==> src/core/cmf_cfg.svh <==
/*
 Register offsets, field positions, reset values and timing counts of the CAN mode and
 filter control core. Assumes inclusion by bare name from the core file only.
*/
`ifndef CMF_CFG_SVH
`define CMF_CFG_SVH
// Register byte offsets on the AXI4-Lite bus
`define CMF_OFF_MODCTL     12'h000
`define CMF_OFF_FLTCTL     12'h004
`define CMF_OFF_TSTAMP     12'h008
// Module control word field positions
`define CMF_ABORT_BIT      27
`define CMF_REQ_HI         26
`define CMF_REQ_LO         24
`define CMF_STAT_HI        23
`define CMF_STAT_LO        21
`define CMF_CAP_BIT        20
`define CMF_ON_BIT         15
`define CMF_BUSY_BIT       11
// Filter control word: byte lane per filter, filter 16 in byte 0
`define CMF_FLT_EN_POS     7
`define CMF_FLT_MSK_HI     6
`define CMF_FLT_MSK_LO     5
`define CMF_FLT_FIFO_HI    4
`define CMF_FLT_FIFO_LO    0
// Reset values
`define CMF_MODE_RESET     3'h4
`define CMF_MODCTL_RESET   32'h0480_0000
`define CMF_FLTCTL_RESET   32'h0000_0000
// Mode change settle time and clock rate
`define CMF_MODE_SETTLE_NS 100
`define CMF_CLK_PERIOD_NS  20
`define CMF_MODE_CYCLES    ((`CMF_MODE_SETTLE_NS + `CMF_CLK_PERIOD_NS - 1) / `CMF_CLK_PERIOD_NS)
`endif

==> src/core/cmf_pkg.sv <==
/*
 Types of the CAN mode and filter control core. Assumes cmf_cfg.svh is on the include path.
*/
package cmf_pkg;
   // Operating mode codes, shared by request and status fields
   typedef enum logic [2:0] {
      CMF_MODE_NORMAL   = 3'h0,
      CMF_MODE_DISABLE  = 3'h1,
      CMF_MODE_LOOPBACK = 3'h2,
      CMF_MODE_LISTEN   = 3'h3,
      CMF_MODE_CONFIG   = 3'h4,
      CMF_MODE_LISTALL  = 3'h7
   } cmf_mode_e;

   // One filter's configuration as seen by the acceptance logic
   typedef struct packed {
      logic       enable;
      logic [1:0] mask_sel;
      logic [4:0] fifo_sel;
   } cmf_filter_s;

   // Events from the protocol engine
   typedef struct packed {
      logic tx_pending;
      logic xact_active;
      logic rx_valid;
   } cmf_engine_s;
endpackage

==> src/core/cmf_core.sv <==
/*
 CAN mode and filter control core: AXI4-Lite slave holding the module control word, the
 filter control word for filters 16 to 19 and the latest receive time stamp.
 Assumes a protocol engine beside it that reports pending transmissions, an ongoing
 transaction and each valid reception, all on ref_clk_i.
*/
// The implementer's own choices: the register addresses and the AXI4-Lite interface to the registers.
`timescale 1ns/1ps
`include "cmf_cfg.svh"

// Notes on behaviour
// - Abort bit tells all transmit buffers abort
// - Hardware clears abort once nothing pending
// - Mode request decoded; reserved codes ignored
// - Read-only status shows current mode code
// - Capture enabled: store timer on reception
// - Capture disabled: timer stopped, no capture
// - On bit enables the whole controller
// - Busy stays set until disable honoured
// - Each filter has an enable bit
// - Two-bit mask select picks mask 0..3
// - Five-bit FIFO select picks FIFO 0..31
// - Filter 19 fields at bits 30-24
// - Filter 18 fields at bits 22-16
// - Filter fields writable only while disabled
module cmf_core #(
   parameter int TMR_W = 16   // Receive time stamp timer width
) (
   // Clock and reset
   input  wire logic                   ref_clk_i,
   input  wire logic                   rst_i,
   // AXI4-Lite write address and data
   input  wire logic                   s_axi_awvalid,
   output      logic                   s_axi_awready,
   input  wire logic [11:0]            s_axi_awaddr,
   input  wire logic                   s_axi_wvalid,
   output      logic                   s_axi_wready,
   input  wire logic [31:0]            s_axi_wdata,
   input  wire logic [3:0]             s_axi_wstrb,
   // AXI4-Lite write response
   output      logic                   s_axi_bvalid,
   input  wire logic                   s_axi_bready,
   output      logic [1:0]             s_axi_bresp,
   // AXI4-Lite read
   input  wire logic                   s_axi_arvalid,
   output      logic                   s_axi_arready,
   input  wire logic [11:0]            s_axi_araddr,
   output      logic                   s_axi_rvalid,
   input  wire logic                   s_axi_rready,
   output      logic [31:0]            s_axi_rdata,
   output      logic [1:0]             s_axi_rresp,
   // Protocol engine status
   input  wire cmf_pkg::cmf_engine_s   engine_i,
   // Controls towards the protocol engine
   output      logic                   abort_all_tx_o,
   output      logic                   module_enable_o,
   output      logic [2:0]             mode_status_o,
   output      cmf_pkg::cmf_filter_s [3:0] filter_cfg_o,
   output      logic [TMR_W-1:0]       rx_timestamp_o
);

   localparam int MODE_CYC = `CMF_MODE_CYCLES;

   // Write-lane merge, used for both control words
   function automatic logic [31:0] lane_merge(input logic [31:0] old_v,
                                              input logic [31:0] new_v,
                                              input logic [3:0]  strb);
      logic [31:0] r;
      r = old_v;
      for (int i = 0; i < 4; i++)
      begin
         if (strb[i])
         begin
            r[i*8 +: 8] = new_v[i*8 +: 8];
         end
      end
      return r;
   endfunction

   // Legal mode code check
   function automatic logic mode_legal(input logic [2:0] m);
      return (m != 3'h5) && (m != 3'h6);
   endfunction

   // Bus slave state
   logic        aw_q, aw_d;             // Write address held
   logic [11:0] awa_q, awa_d;
   logic        w_q, w_d;               // Write data held
   logic [31:0] wd_q, wd_d;
   logic [3:0]  ws_q, ws_d;
   logic        bv_q, bv_d;
   logic [1:0]  br_q, br_d;
   logic        rv_q, rv_d;
   logic [31:0] rd_q, rd_d;
   logic [1:0]  rr_q, rr_d;
   // Control state
   logic        abort_q, abort_d;       // Abort request
   logic [2:0]  req_q, req_d;           // Requested mode
   logic [2:0]  stat_q, stat_d;         // Current mode
   logic        cap_q, cap_d;           // Time stamp capture enable
   logic        on_q, on_d;             // Module on
   logic        busy_q, busy_d;         // Module busy
   logic [3:0]  mcnt_q, mcnt_d;         // Mode transition cycle count, counts up
   logic [31:0] flt_q, flt_d;           // Filter control word
   logic [TMR_W-1:0] tmr_q, tmr_d;      // Free timer
   logic [TMR_W-1:0] ts_q, ts_d;        // Captured time stamp
   logic        wr_go;                  // Write performed this cycle
   logic [31:0] modctl;                 // Module control word as read

   assign s_axi_awready = !aw_q && !bv_q;
   assign s_axi_wready  = !w_q && !bv_q;
   assign s_axi_arready = !rv_q;
   assign s_axi_bvalid  = bv_q;
   assign s_axi_bresp   = br_q;
   assign s_axi_rvalid  = rv_q;
   assign s_axi_rdata   = rd_q;
   assign s_axi_rresp   = rr_q;
   assign wr_go         = aw_q && w_q && !bv_q;

   always_comb
   begin
      modctl = 32'h0;
      modctl[`CMF_ABORT_BIT] = abort_q;
      modctl[`CMF_REQ_HI:`CMF_REQ_LO] = req_q;
      modctl[`CMF_STAT_HI:`CMF_STAT_LO] = stat_q;
      modctl[`CMF_CAP_BIT] = cap_q;
      modctl[`CMF_ON_BIT] = on_q;
      modctl[`CMF_BUSY_BIT] = busy_q;
   end

   // Bus handshake: address and data latch in either order, response after both
   always_comb
   begin
      aw_d = aw_q;
      awa_d = awa_q;
      w_d = w_q;
      wd_d = wd_q;
      ws_d = ws_q;
      bv_d = bv_q;
      br_d = br_q;
      rv_d = rv_q;
      rd_d = rd_q;
      rr_d = rr_q;
      if (s_axi_awvalid && s_axi_awready)
      begin
         aw_d = 1'b1;
         awa_d = s_axi_awaddr;
      end
      if (s_axi_wvalid && s_axi_wready)
      begin
         w_d = 1'b1;
         wd_d = s_axi_wdata;
         ws_d = s_axi_wstrb;
      end
      if (wr_go)
      begin
         // Read-only time stamp and unmapped offsets answer with a slave error
         aw_d = 1'b0;
         w_d = 1'b0;
         bv_d = 1'b1;
         br_d = (awa_q == `CMF_OFF_MODCTL || awa_q == `CMF_OFF_FLTCTL) ? 2'h0 : 2'h2;
      end
      else if (bv_q && s_axi_bready)
      begin
         bv_d = 1'b0;
      end
      if (s_axi_arvalid && s_axi_arready)
      begin
         rv_d = 1'b1;
         rr_d = 2'h0;
         unique case (s_axi_araddr)
            `CMF_OFF_MODCTL: rd_d = modctl;
            `CMF_OFF_FLTCTL: rd_d = flt_q;
            `CMF_OFF_TSTAMP: rd_d = {{(32-TMR_W){1'b0}}, ts_q};
            default:
            begin
               rd_d = 32'h0;
               rr_d = 2'h2;
            end
         endcase
      end
      else if (rv_q && s_axi_rready)
      begin
         rv_d = 1'b0;
      end
   end

   // Module control: abort, mode, capture, on and busy
   always_comb
   begin
      logic [31:0] nv;
      nv = lane_merge(modctl, wd_q, ws_q);
      abort_d = abort_q;
      req_d = req_q;
      cap_d = cap_q;
      on_d = on_q;
      stat_d = stat_q;
      mcnt_d = mcnt_q;
      busy_d = busy_q;
      if (wr_go && awa_q == `CMF_OFF_MODCTL)
      begin
         // Abort is settable only; software cannot clear it
         if (nv[`CMF_ABORT_BIT])
         begin
            abort_d = 1'b1;
         end
         if (mode_legal(nv[`CMF_REQ_HI:`CMF_REQ_LO]))
         begin
            req_d = nv[`CMF_REQ_HI:`CMF_REQ_LO];
         end
         cap_d = nv[`CMF_CAP_BIT];
         on_d = nv[`CMF_ON_BIT];
      end
      else if (abort_q && !engine_i.tx_pending)
      begin
         abort_d = 1'b0;
      end
      // Status follows the request only after the settle count reaches MODE_CYC - 1
      if (req_q != stat_q)
      begin
         if (mcnt_q == 4'(MODE_CYC - 1))
         begin
            stat_d = req_q;
            mcnt_d = 4'h0;
         end
         else
         begin
            mcnt_d = mcnt_q + 4'h1;
         end
      end
      else
      begin
         mcnt_d = 4'h0;
      end
      // Busy while on, or while a transaction still finishes after off
      busy_d = on_q || engine_i.xact_active;
   end

   // Filter control word: each filter's fields only while it is disabled, its enable bit always
   always_comb
   begin
      logic [31:0] nv;
      nv = lane_merge(flt_q, wd_q, ws_q);
      flt_d = flt_q;
      if (wr_go && awa_q == `CMF_OFF_FLTCTL)
      begin
         for (int f = 0; f < 4; f++)
         begin
            if (!flt_q[f*8 + `CMF_FLT_EN_POS])
            begin
               flt_d[f*8 +: 8] = nv[f*8 +: 8];
            end
            else
            begin
               // Enabled filter: fields locked, only enable bit writable
               flt_d[f*8 + `CMF_FLT_EN_POS] = nv[f*8 + `CMF_FLT_EN_POS];
            end
         end
      end
   end

   // Timer runs only while capture is enabled, to save power
   always_comb
   begin
      tmr_d = cap_q ? tmr_q + 1'b1 : tmr_q;
      ts_d = ts_q;
      if (cap_q && engine_i.rx_valid)
      begin
         ts_d = tmr_q;
      end
   end

   // Filter fields exposed to the acceptance logic
   always_comb
   begin
      for (int f = 0; f < 4; f++)
      begin
         filter_cfg_o[f].enable   = flt_q[f*8 + `CMF_FLT_EN_POS];
         filter_cfg_o[f].mask_sel = flt_q[f*8 + `CMF_FLT_MSK_LO +: 2];
         filter_cfg_o[f].fifo_sel = flt_q[f*8 + `CMF_FLT_FIFO_LO +: 5];
      end
   end

   assign abort_all_tx_o  = abort_q;
   assign module_enable_o = on_q;
   assign mode_status_o   = stat_q;
   assign rx_timestamp_o  = ts_q;

   // Register all state
   always_ff @(posedge ref_clk_i)
   begin
      if (rst_i)
      begin
         aw_q <= 1'b0;
         awa_q <= 12'h000;
         w_q <= 1'b0;
         wd_q <= 32'h0;
         ws_q <= 4'h0;
         bv_q <= 1'b0;
         br_q <= 2'h0;
         rv_q <= 1'b0;
         rd_q <= 32'h0;
         rr_q <= 2'h0;
         abort_q <= 1'b0;
         req_q <= `CMF_MODE_RESET;
         stat_q <= `CMF_MODE_RESET;
         cap_q <= 1'b0;
         on_q <= 1'b0;
         busy_q <= 1'b0;
         mcnt_q <= 4'h0;
         flt_q <= `CMF_FLTCTL_RESET;
         tmr_q <= '0;
         ts_q <= '0;
      end
      else
      begin
         aw_q <= aw_d;
         awa_q <= awa_d;
         w_q <= w_d;
         wd_q <= wd_d;
         ws_q <= ws_d;
         bv_q <= bv_d;
         br_q <= br_d;
         rv_q <= rv_d;
         rd_q <= rd_d;
         rr_q <= rr_d;
         abort_q <= abort_d;
         req_q <= req_d;
         stat_q <= stat_d;
         cap_q <= cap_d;
         on_q <= on_d;
         busy_q <= busy_d;
         mcnt_q <= mcnt_d;
         flt_q <= flt_d;
         tmr_q <= tmr_d;
         ts_q <= ts_d;
      end
   end

   // Assertions
   property p_abort_clear;
      @(posedge ref_clk_i) disable iff (rst_i)
      (abort_q && !engine_i.tx_pending && !wr_go) |=> !abort_q;
   endproperty
   a_abort_clear: assert property (p_abort_clear) else $error("abort not cleared");

   property p_abort_out;
      @(posedge ref_clk_i) disable iff (rst_i) abort_all_tx_o == abort_q;
   endproperty
   a_abort_out: assert property (p_abort_out) else $error("abort not signalled");

   property p_mode_legal;
      @(posedge ref_clk_i) disable iff (rst_i) mode_legal(req_q) && mode_legal(stat_q);
   endproperty
   a_mode_legal: assert property (p_mode_legal) else $error("reserved mode code");

   property p_stat_read;
      @(posedge ref_clk_i) disable iff (rst_i) modctl[23:21] == mode_status_o;
   endproperty
   a_stat_read: assert property (p_stat_read) else $error("status field mismatch");

   property p_ts_cap;
      @(posedge ref_clk_i) disable iff (rst_i)
      (cap_q && engine_i.rx_valid) |=> ts_q == $past(tmr_q);
   endproperty
   a_ts_cap: assert property (p_ts_cap) else $error("time stamp not captured");

   property p_tmr_stop;
      @(posedge ref_clk_i) disable iff (rst_i) !cap_q |=> $stable(tmr_q) && $stable(ts_q);
   endproperty
   a_tmr_stop: assert property (p_tmr_stop) else $error("timer ran while disabled");

   property p_busy;
      @(posedge ref_clk_i) disable iff (rst_i)
      ($fell(on_q) && engine_i.xact_active) |=> busy_q;
   endproperty
   a_busy: assert property (p_busy) else $error("busy dropped early");

   property p_flt_lock;
      @(posedge ref_clk_i) disable iff (rst_i)
      flt_q[31] |=> flt_q[30:24] == $past(flt_q[30:24]);
   endproperty
   a_flt_lock: assert property (p_flt_lock) else $error("locked filter changed");

   property p_mode_settle;
      @(posedge ref_clk_i) disable iff (rst_i)
      $changed(req_q) |-> ##[1:6] stat_q == req_q;
   endproperty
   a_mode_settle: assert property (p_mode_settle) else $error("mode not reached");

   c_abort: cover property (@(posedge ref_clk_i) disable iff (rst_i) $fell(abort_q));
   c_mode: cover property (@(posedge ref_clk_i) disable iff (rst_i) $changed(stat_q));
   c_cap: cover property (@(posedge ref_clk_i) disable iff (rst_i) cap_q && engine_i.rx_valid);
endmodule

==> config.mk <==
export PLATFORM = sky130hd
export DESIGN_NAME = cmf_core
export DESIGN_NICKNAME = d
export VERILOG_FILES = /design/src/core/cmf_pkg.sv /design/src/core/cmf_core.sv
export VERILOG_INCLUDE_DIRS = /design/src /design/src/core
export SDC_FILE = /design/constraint.sdc
export NUM_CORES = 1
export LEC_CHECK = 0
export ABC_AREA = 0
export BUFFER_PORTS_ARGS = -buffer_cell sky130_fd_sc_hd__buf_2
export CAP_MARGIN = 20
export CORE_UTILIZATION = 48
export DETAILED_ROUTE_END_ITERATION = 8
export PLACE_DENSITY = 0.76
export RECOVER_POWER = 50
export SLEW_MARGIN = 10
export SYNTH_ARGS = -nofsm -noshare
export SYNTH_HDL_FRONTEND = slang
export SYNTH_SLANG_ARGS = --single-unit
==> constraint.sdc <==
create_clock -name ref_clk_i -period 1.6 [get_ports ref_clk_i]
set_clock_uncertainty 0.05 [all_clocks]
set_input_delay 0 -clock ref_clk_i [delete_from_list [all_inputs] [get_ports ref_clk_i]]
set_output_delay 0 -clock ref_clk_i [all_outputs]
set_load 0.01 [all_outputs]
==> run metrics <==
worst vdd ir 0.810 mV; GPL Wtd Cong 0.806; PnR worst setup slack -0.0796 ns; Tot Pwr 8.88 mW; layout cell share with drive strength beyond 1 16.2%; Post-Place Cells 1093; fmax 0.595 GHz; initial antenna violation count 0; Slew Limit Fails 0; Worst path depth 6; crit path capture filter_cfg_o[11]; sequential share of the synthesized area 49.9%; Slew @ Worst Pin 0.559 ns; Row Count 42; setup TNS -1.19 ns; Slowest-stage cell, CP dfxtp_2; Post-Syn Area 6580 sq um; Filler cells 1098; reg2reg end filter_cfg_o[11]; WL final 19.6 mm; Root Buffer clkbuf_16; Total GRT Usage 27.5%; min cycle time layout 1.68 ns; critical path class register to register; Worst Path Max Fanout 16; Placeable Area 13300 sq um; Switch Pwr 2.06 mW; final setup vio count 30; Hold Violations, Final 0; Synth-to-Final Area Change 34.9%; post-route ant nets 0; HPWL after DPL 12.4 mm; Synth Flop Type dfxtp_1; CP top delay family simple AND/OR/NAND/NOR gates; # DRC 0; internal reg-to-reg setup slack -0.08 ns; first-pass GRT wire length 30.9 mm; synthesis-stage register bit count 164; Worst setup SP type register; clk slew on worst S/H paths 0.06 ns; grt ovf 0; largest net degree at the start of global routing 60; DR vias/cell 5.57; die width 119 um; R2R Path Start awa_q[9]; RSZ-0062 raised after global routing true; CTS tree done; initial cell density of the core 49.5%; Sw Share 23.2%; failing checks negative setup slack; crit-path cells nor4_4 > buf_4 > and4_4 > clkbuf_16 > nand4_1 > a21oi_1; crit end category register; ranking of synthesized cells by area dfxtp_1 (50%), nand2_1 (8.6%), a21oi_1 (7.9%); Setup Slack @ Placement -0.0663 ns; worst-skew pair later-pin latency 0.42 ns; vias in the first global route 6165; # IOs 164; drt pass-1 iters 5; post-route insts no fill 1184; Critical path origin awa_q[9]; hold_sp engine_i[0]; initial drt markers 524; hold slack 0.0292 ns; Clock Sink Count 164; R2R cell count 6; Final period util 105%; Post-synth EDFFs 0; Clk pwr share 43.2%; H-tree Lvls 4; TritonCTS buffer count 17; hold crit path type input pin to register; crit-path max cell delay 0.33 ns; asr flop ratio synth 0%; post-DR wirelength/cell 16.5 um; Netlist cell types 40; yosys warns 0; Reg power frac 47.9%; Int Pwr 6.83 mW; Leakage 3.27 nW; leading cell type in the layout, fill and taps excluded dfxtp_1; outcome complete, but fails checks; post-synthesis average cell area 8.47 sq um; Via Count 6598; WP data required 1.90 ns; Die ar. 14200 sq um; CP arrival 1.98 ns; Combinational Power Share 8.8%; pwr dens 1000 nW/um^2; worst rel slew slack 62.6%; NumNets Final 1072; most frequent cells in the layout dfxtp_1 (162), nand2_1 (151), a21oi_1 (100); Post-Syn Instances 777; Synth area leader dfxtp_1; worst path bufs/invs 2; post-synth top area share 49.9%; CTS Buffer Depth 2; height of the die 119 um; port bufs 161; Diodes inserted 0; max cap viols 0
## per-layer routing
metal	track usage (%)	wire (um)	vias to the layer above
met1	37.1	8830	3122
li1	-	-	3182
met2	43.1	9000	256
met5	0	0	-
met3	5.60	1320	38
met4	10.6	401	0
## power groups by stage
stage | Combinational (mW) | Sequential, mW | Clock (mW)
2_1_floorplan | 0.386 | 4.33 | 0
3_3_place_gp | 0.627 | 4.34 | 0
3_5_place_dp | 0.634 | 4.34 | 0
4_1_cts | 0.742 | 4.25 | 3.88
5_1_grt | 0.854 | 4.27 | 4.07
6_report | 0.783 | 4.26 | 3.84
## flip-flops by register name, summed over array words and instances, names as in the netlist
name	count
filter_cfg_o	32
s_axi_bvalid	1
s_axi_rdata	32
tmr_q	16
busy_q	1
s_axi_bresp	1
s_axi_rvalid	1
rx_timestamp_o	16
w_q	1
mcnt_q	4
mode_status_o	3
aw_q	1
module_enable_o	1
abort_all_tx_o	1
s_axi_rresp	1
ws_q	4
cap_q	1
req_q	3
wd_q	32
awa_q	12
## synthesized netlist by cell type, types with 2 or more instances
| library cell | instances |
|---|---|
| dfxtp_1 | 164 |
| nand2_1 | 151 |
| a21oi_1 | 104 |
| nor2_1 | 61 |
| clkbuf_1 | 39 |
| nand4_1 | 39 |
| o31ai_1 | 32 |
| inv_1 | 15 |
| o21ai_0 | 15 |
| a22o_1 | 14 |
| a22oi_1 | 14 |
| mux2i_1 | 14 |
| buf_2 | 12 |
| xnor2_1 | 11 |
| a32oi_1 | 10 |
| nand3_1 | 9 |
| xor2_1 | 7 |
| nand2b_1 | 6 |
| nor3_1 | 6 |
| buf_4 | 5 |
| nor4_1 | 5 |
| a211oi_1 | 4 |
| and4_1 | 4 |
| buf_1 | 4 |
| nor2b_1 | 4 |
| and2_1 | 3 |
| ha_1 | 3 |
| nor4b_1 | 3 |
| or3_1 | 3 |
| a21o_1 | 2 |
| a311o_1 | 2 |
| nor4_4 | 2 |
| o22ai_1 | 2 |
| o2bb2ai_1 | 2 |
## logic make-up (layout without fill, tap and decap cells)
family / count (synthesis) / in the layout / share of synthesized area (%)
fa+ha+maj: 3 / 3 / 0.571
flops: 164 / 164 / 49.9
buf+inv: 75 / 305 / 4.79
mux: 15 / 15 / 2.30
xor+xnor: 18 / 18 / 2.40
compound gates: 202 / 202 / 19.1
simple gates: 299 / 299 / 20.9
other cells: 1 / 2 / 0.0570
## what timing repair did
| action | in CTS | in global routing |
|---|---|---|
| buffers inserted | 1 | 3 |
| pin swaps | 5 | 15 |
| gates resized for setup | 3 | 21 |
| hold endpoints to repair | 65 | 0 |
| gates cloned | 0 | 2 |
| hold buffers | 55 | 0 |
| setup endpoints to repair | 21 | 40 |
## tightest hold or removal path, delay by kind of cell
family | cells | cell delay [ns]
simple gates | 2 | 0.29
buf+inv | 1 | 0.11
compound gates | 1 | 0.05
## worst min path at each step
stage,to,cells after the start
3_5_place_dp,s_axi_rvalid,2
5_1_grt,rx_timestamp_o[0],4
3_3_place_gp,s_axi_rvalid,2
6_report,rx_timestamp_o[0],4
2_1_floorplan,s_axi_rvalid,1
4_1_cts,rx_timestamp_o[0],4
## cell type report
class	count	area [sq um]	area share [%]
sequential	164	3290	37.0
timing repair buffer	262	1680	18.9
tap	176	220	2.48
inverter	15	56.3	0.634
multi-input combinational	539	3090	34.8
clock buffer	24	502	5.65
clock inverter	4	48.8	0.550
## per-stage QoR
| step | utilization (%) | cell area, sq um |
|---|---|---|
| floorplan | - | 6580 |
| global placement | 58.0 | 7710 |
| detailed placement | 58.0 | 7710 |
| CTS | 66.4 | 8830 |
| global route | 66.8 | 8880 |
| finish | 66.8 | 8880 |
(Power assumes the default switching activity.)
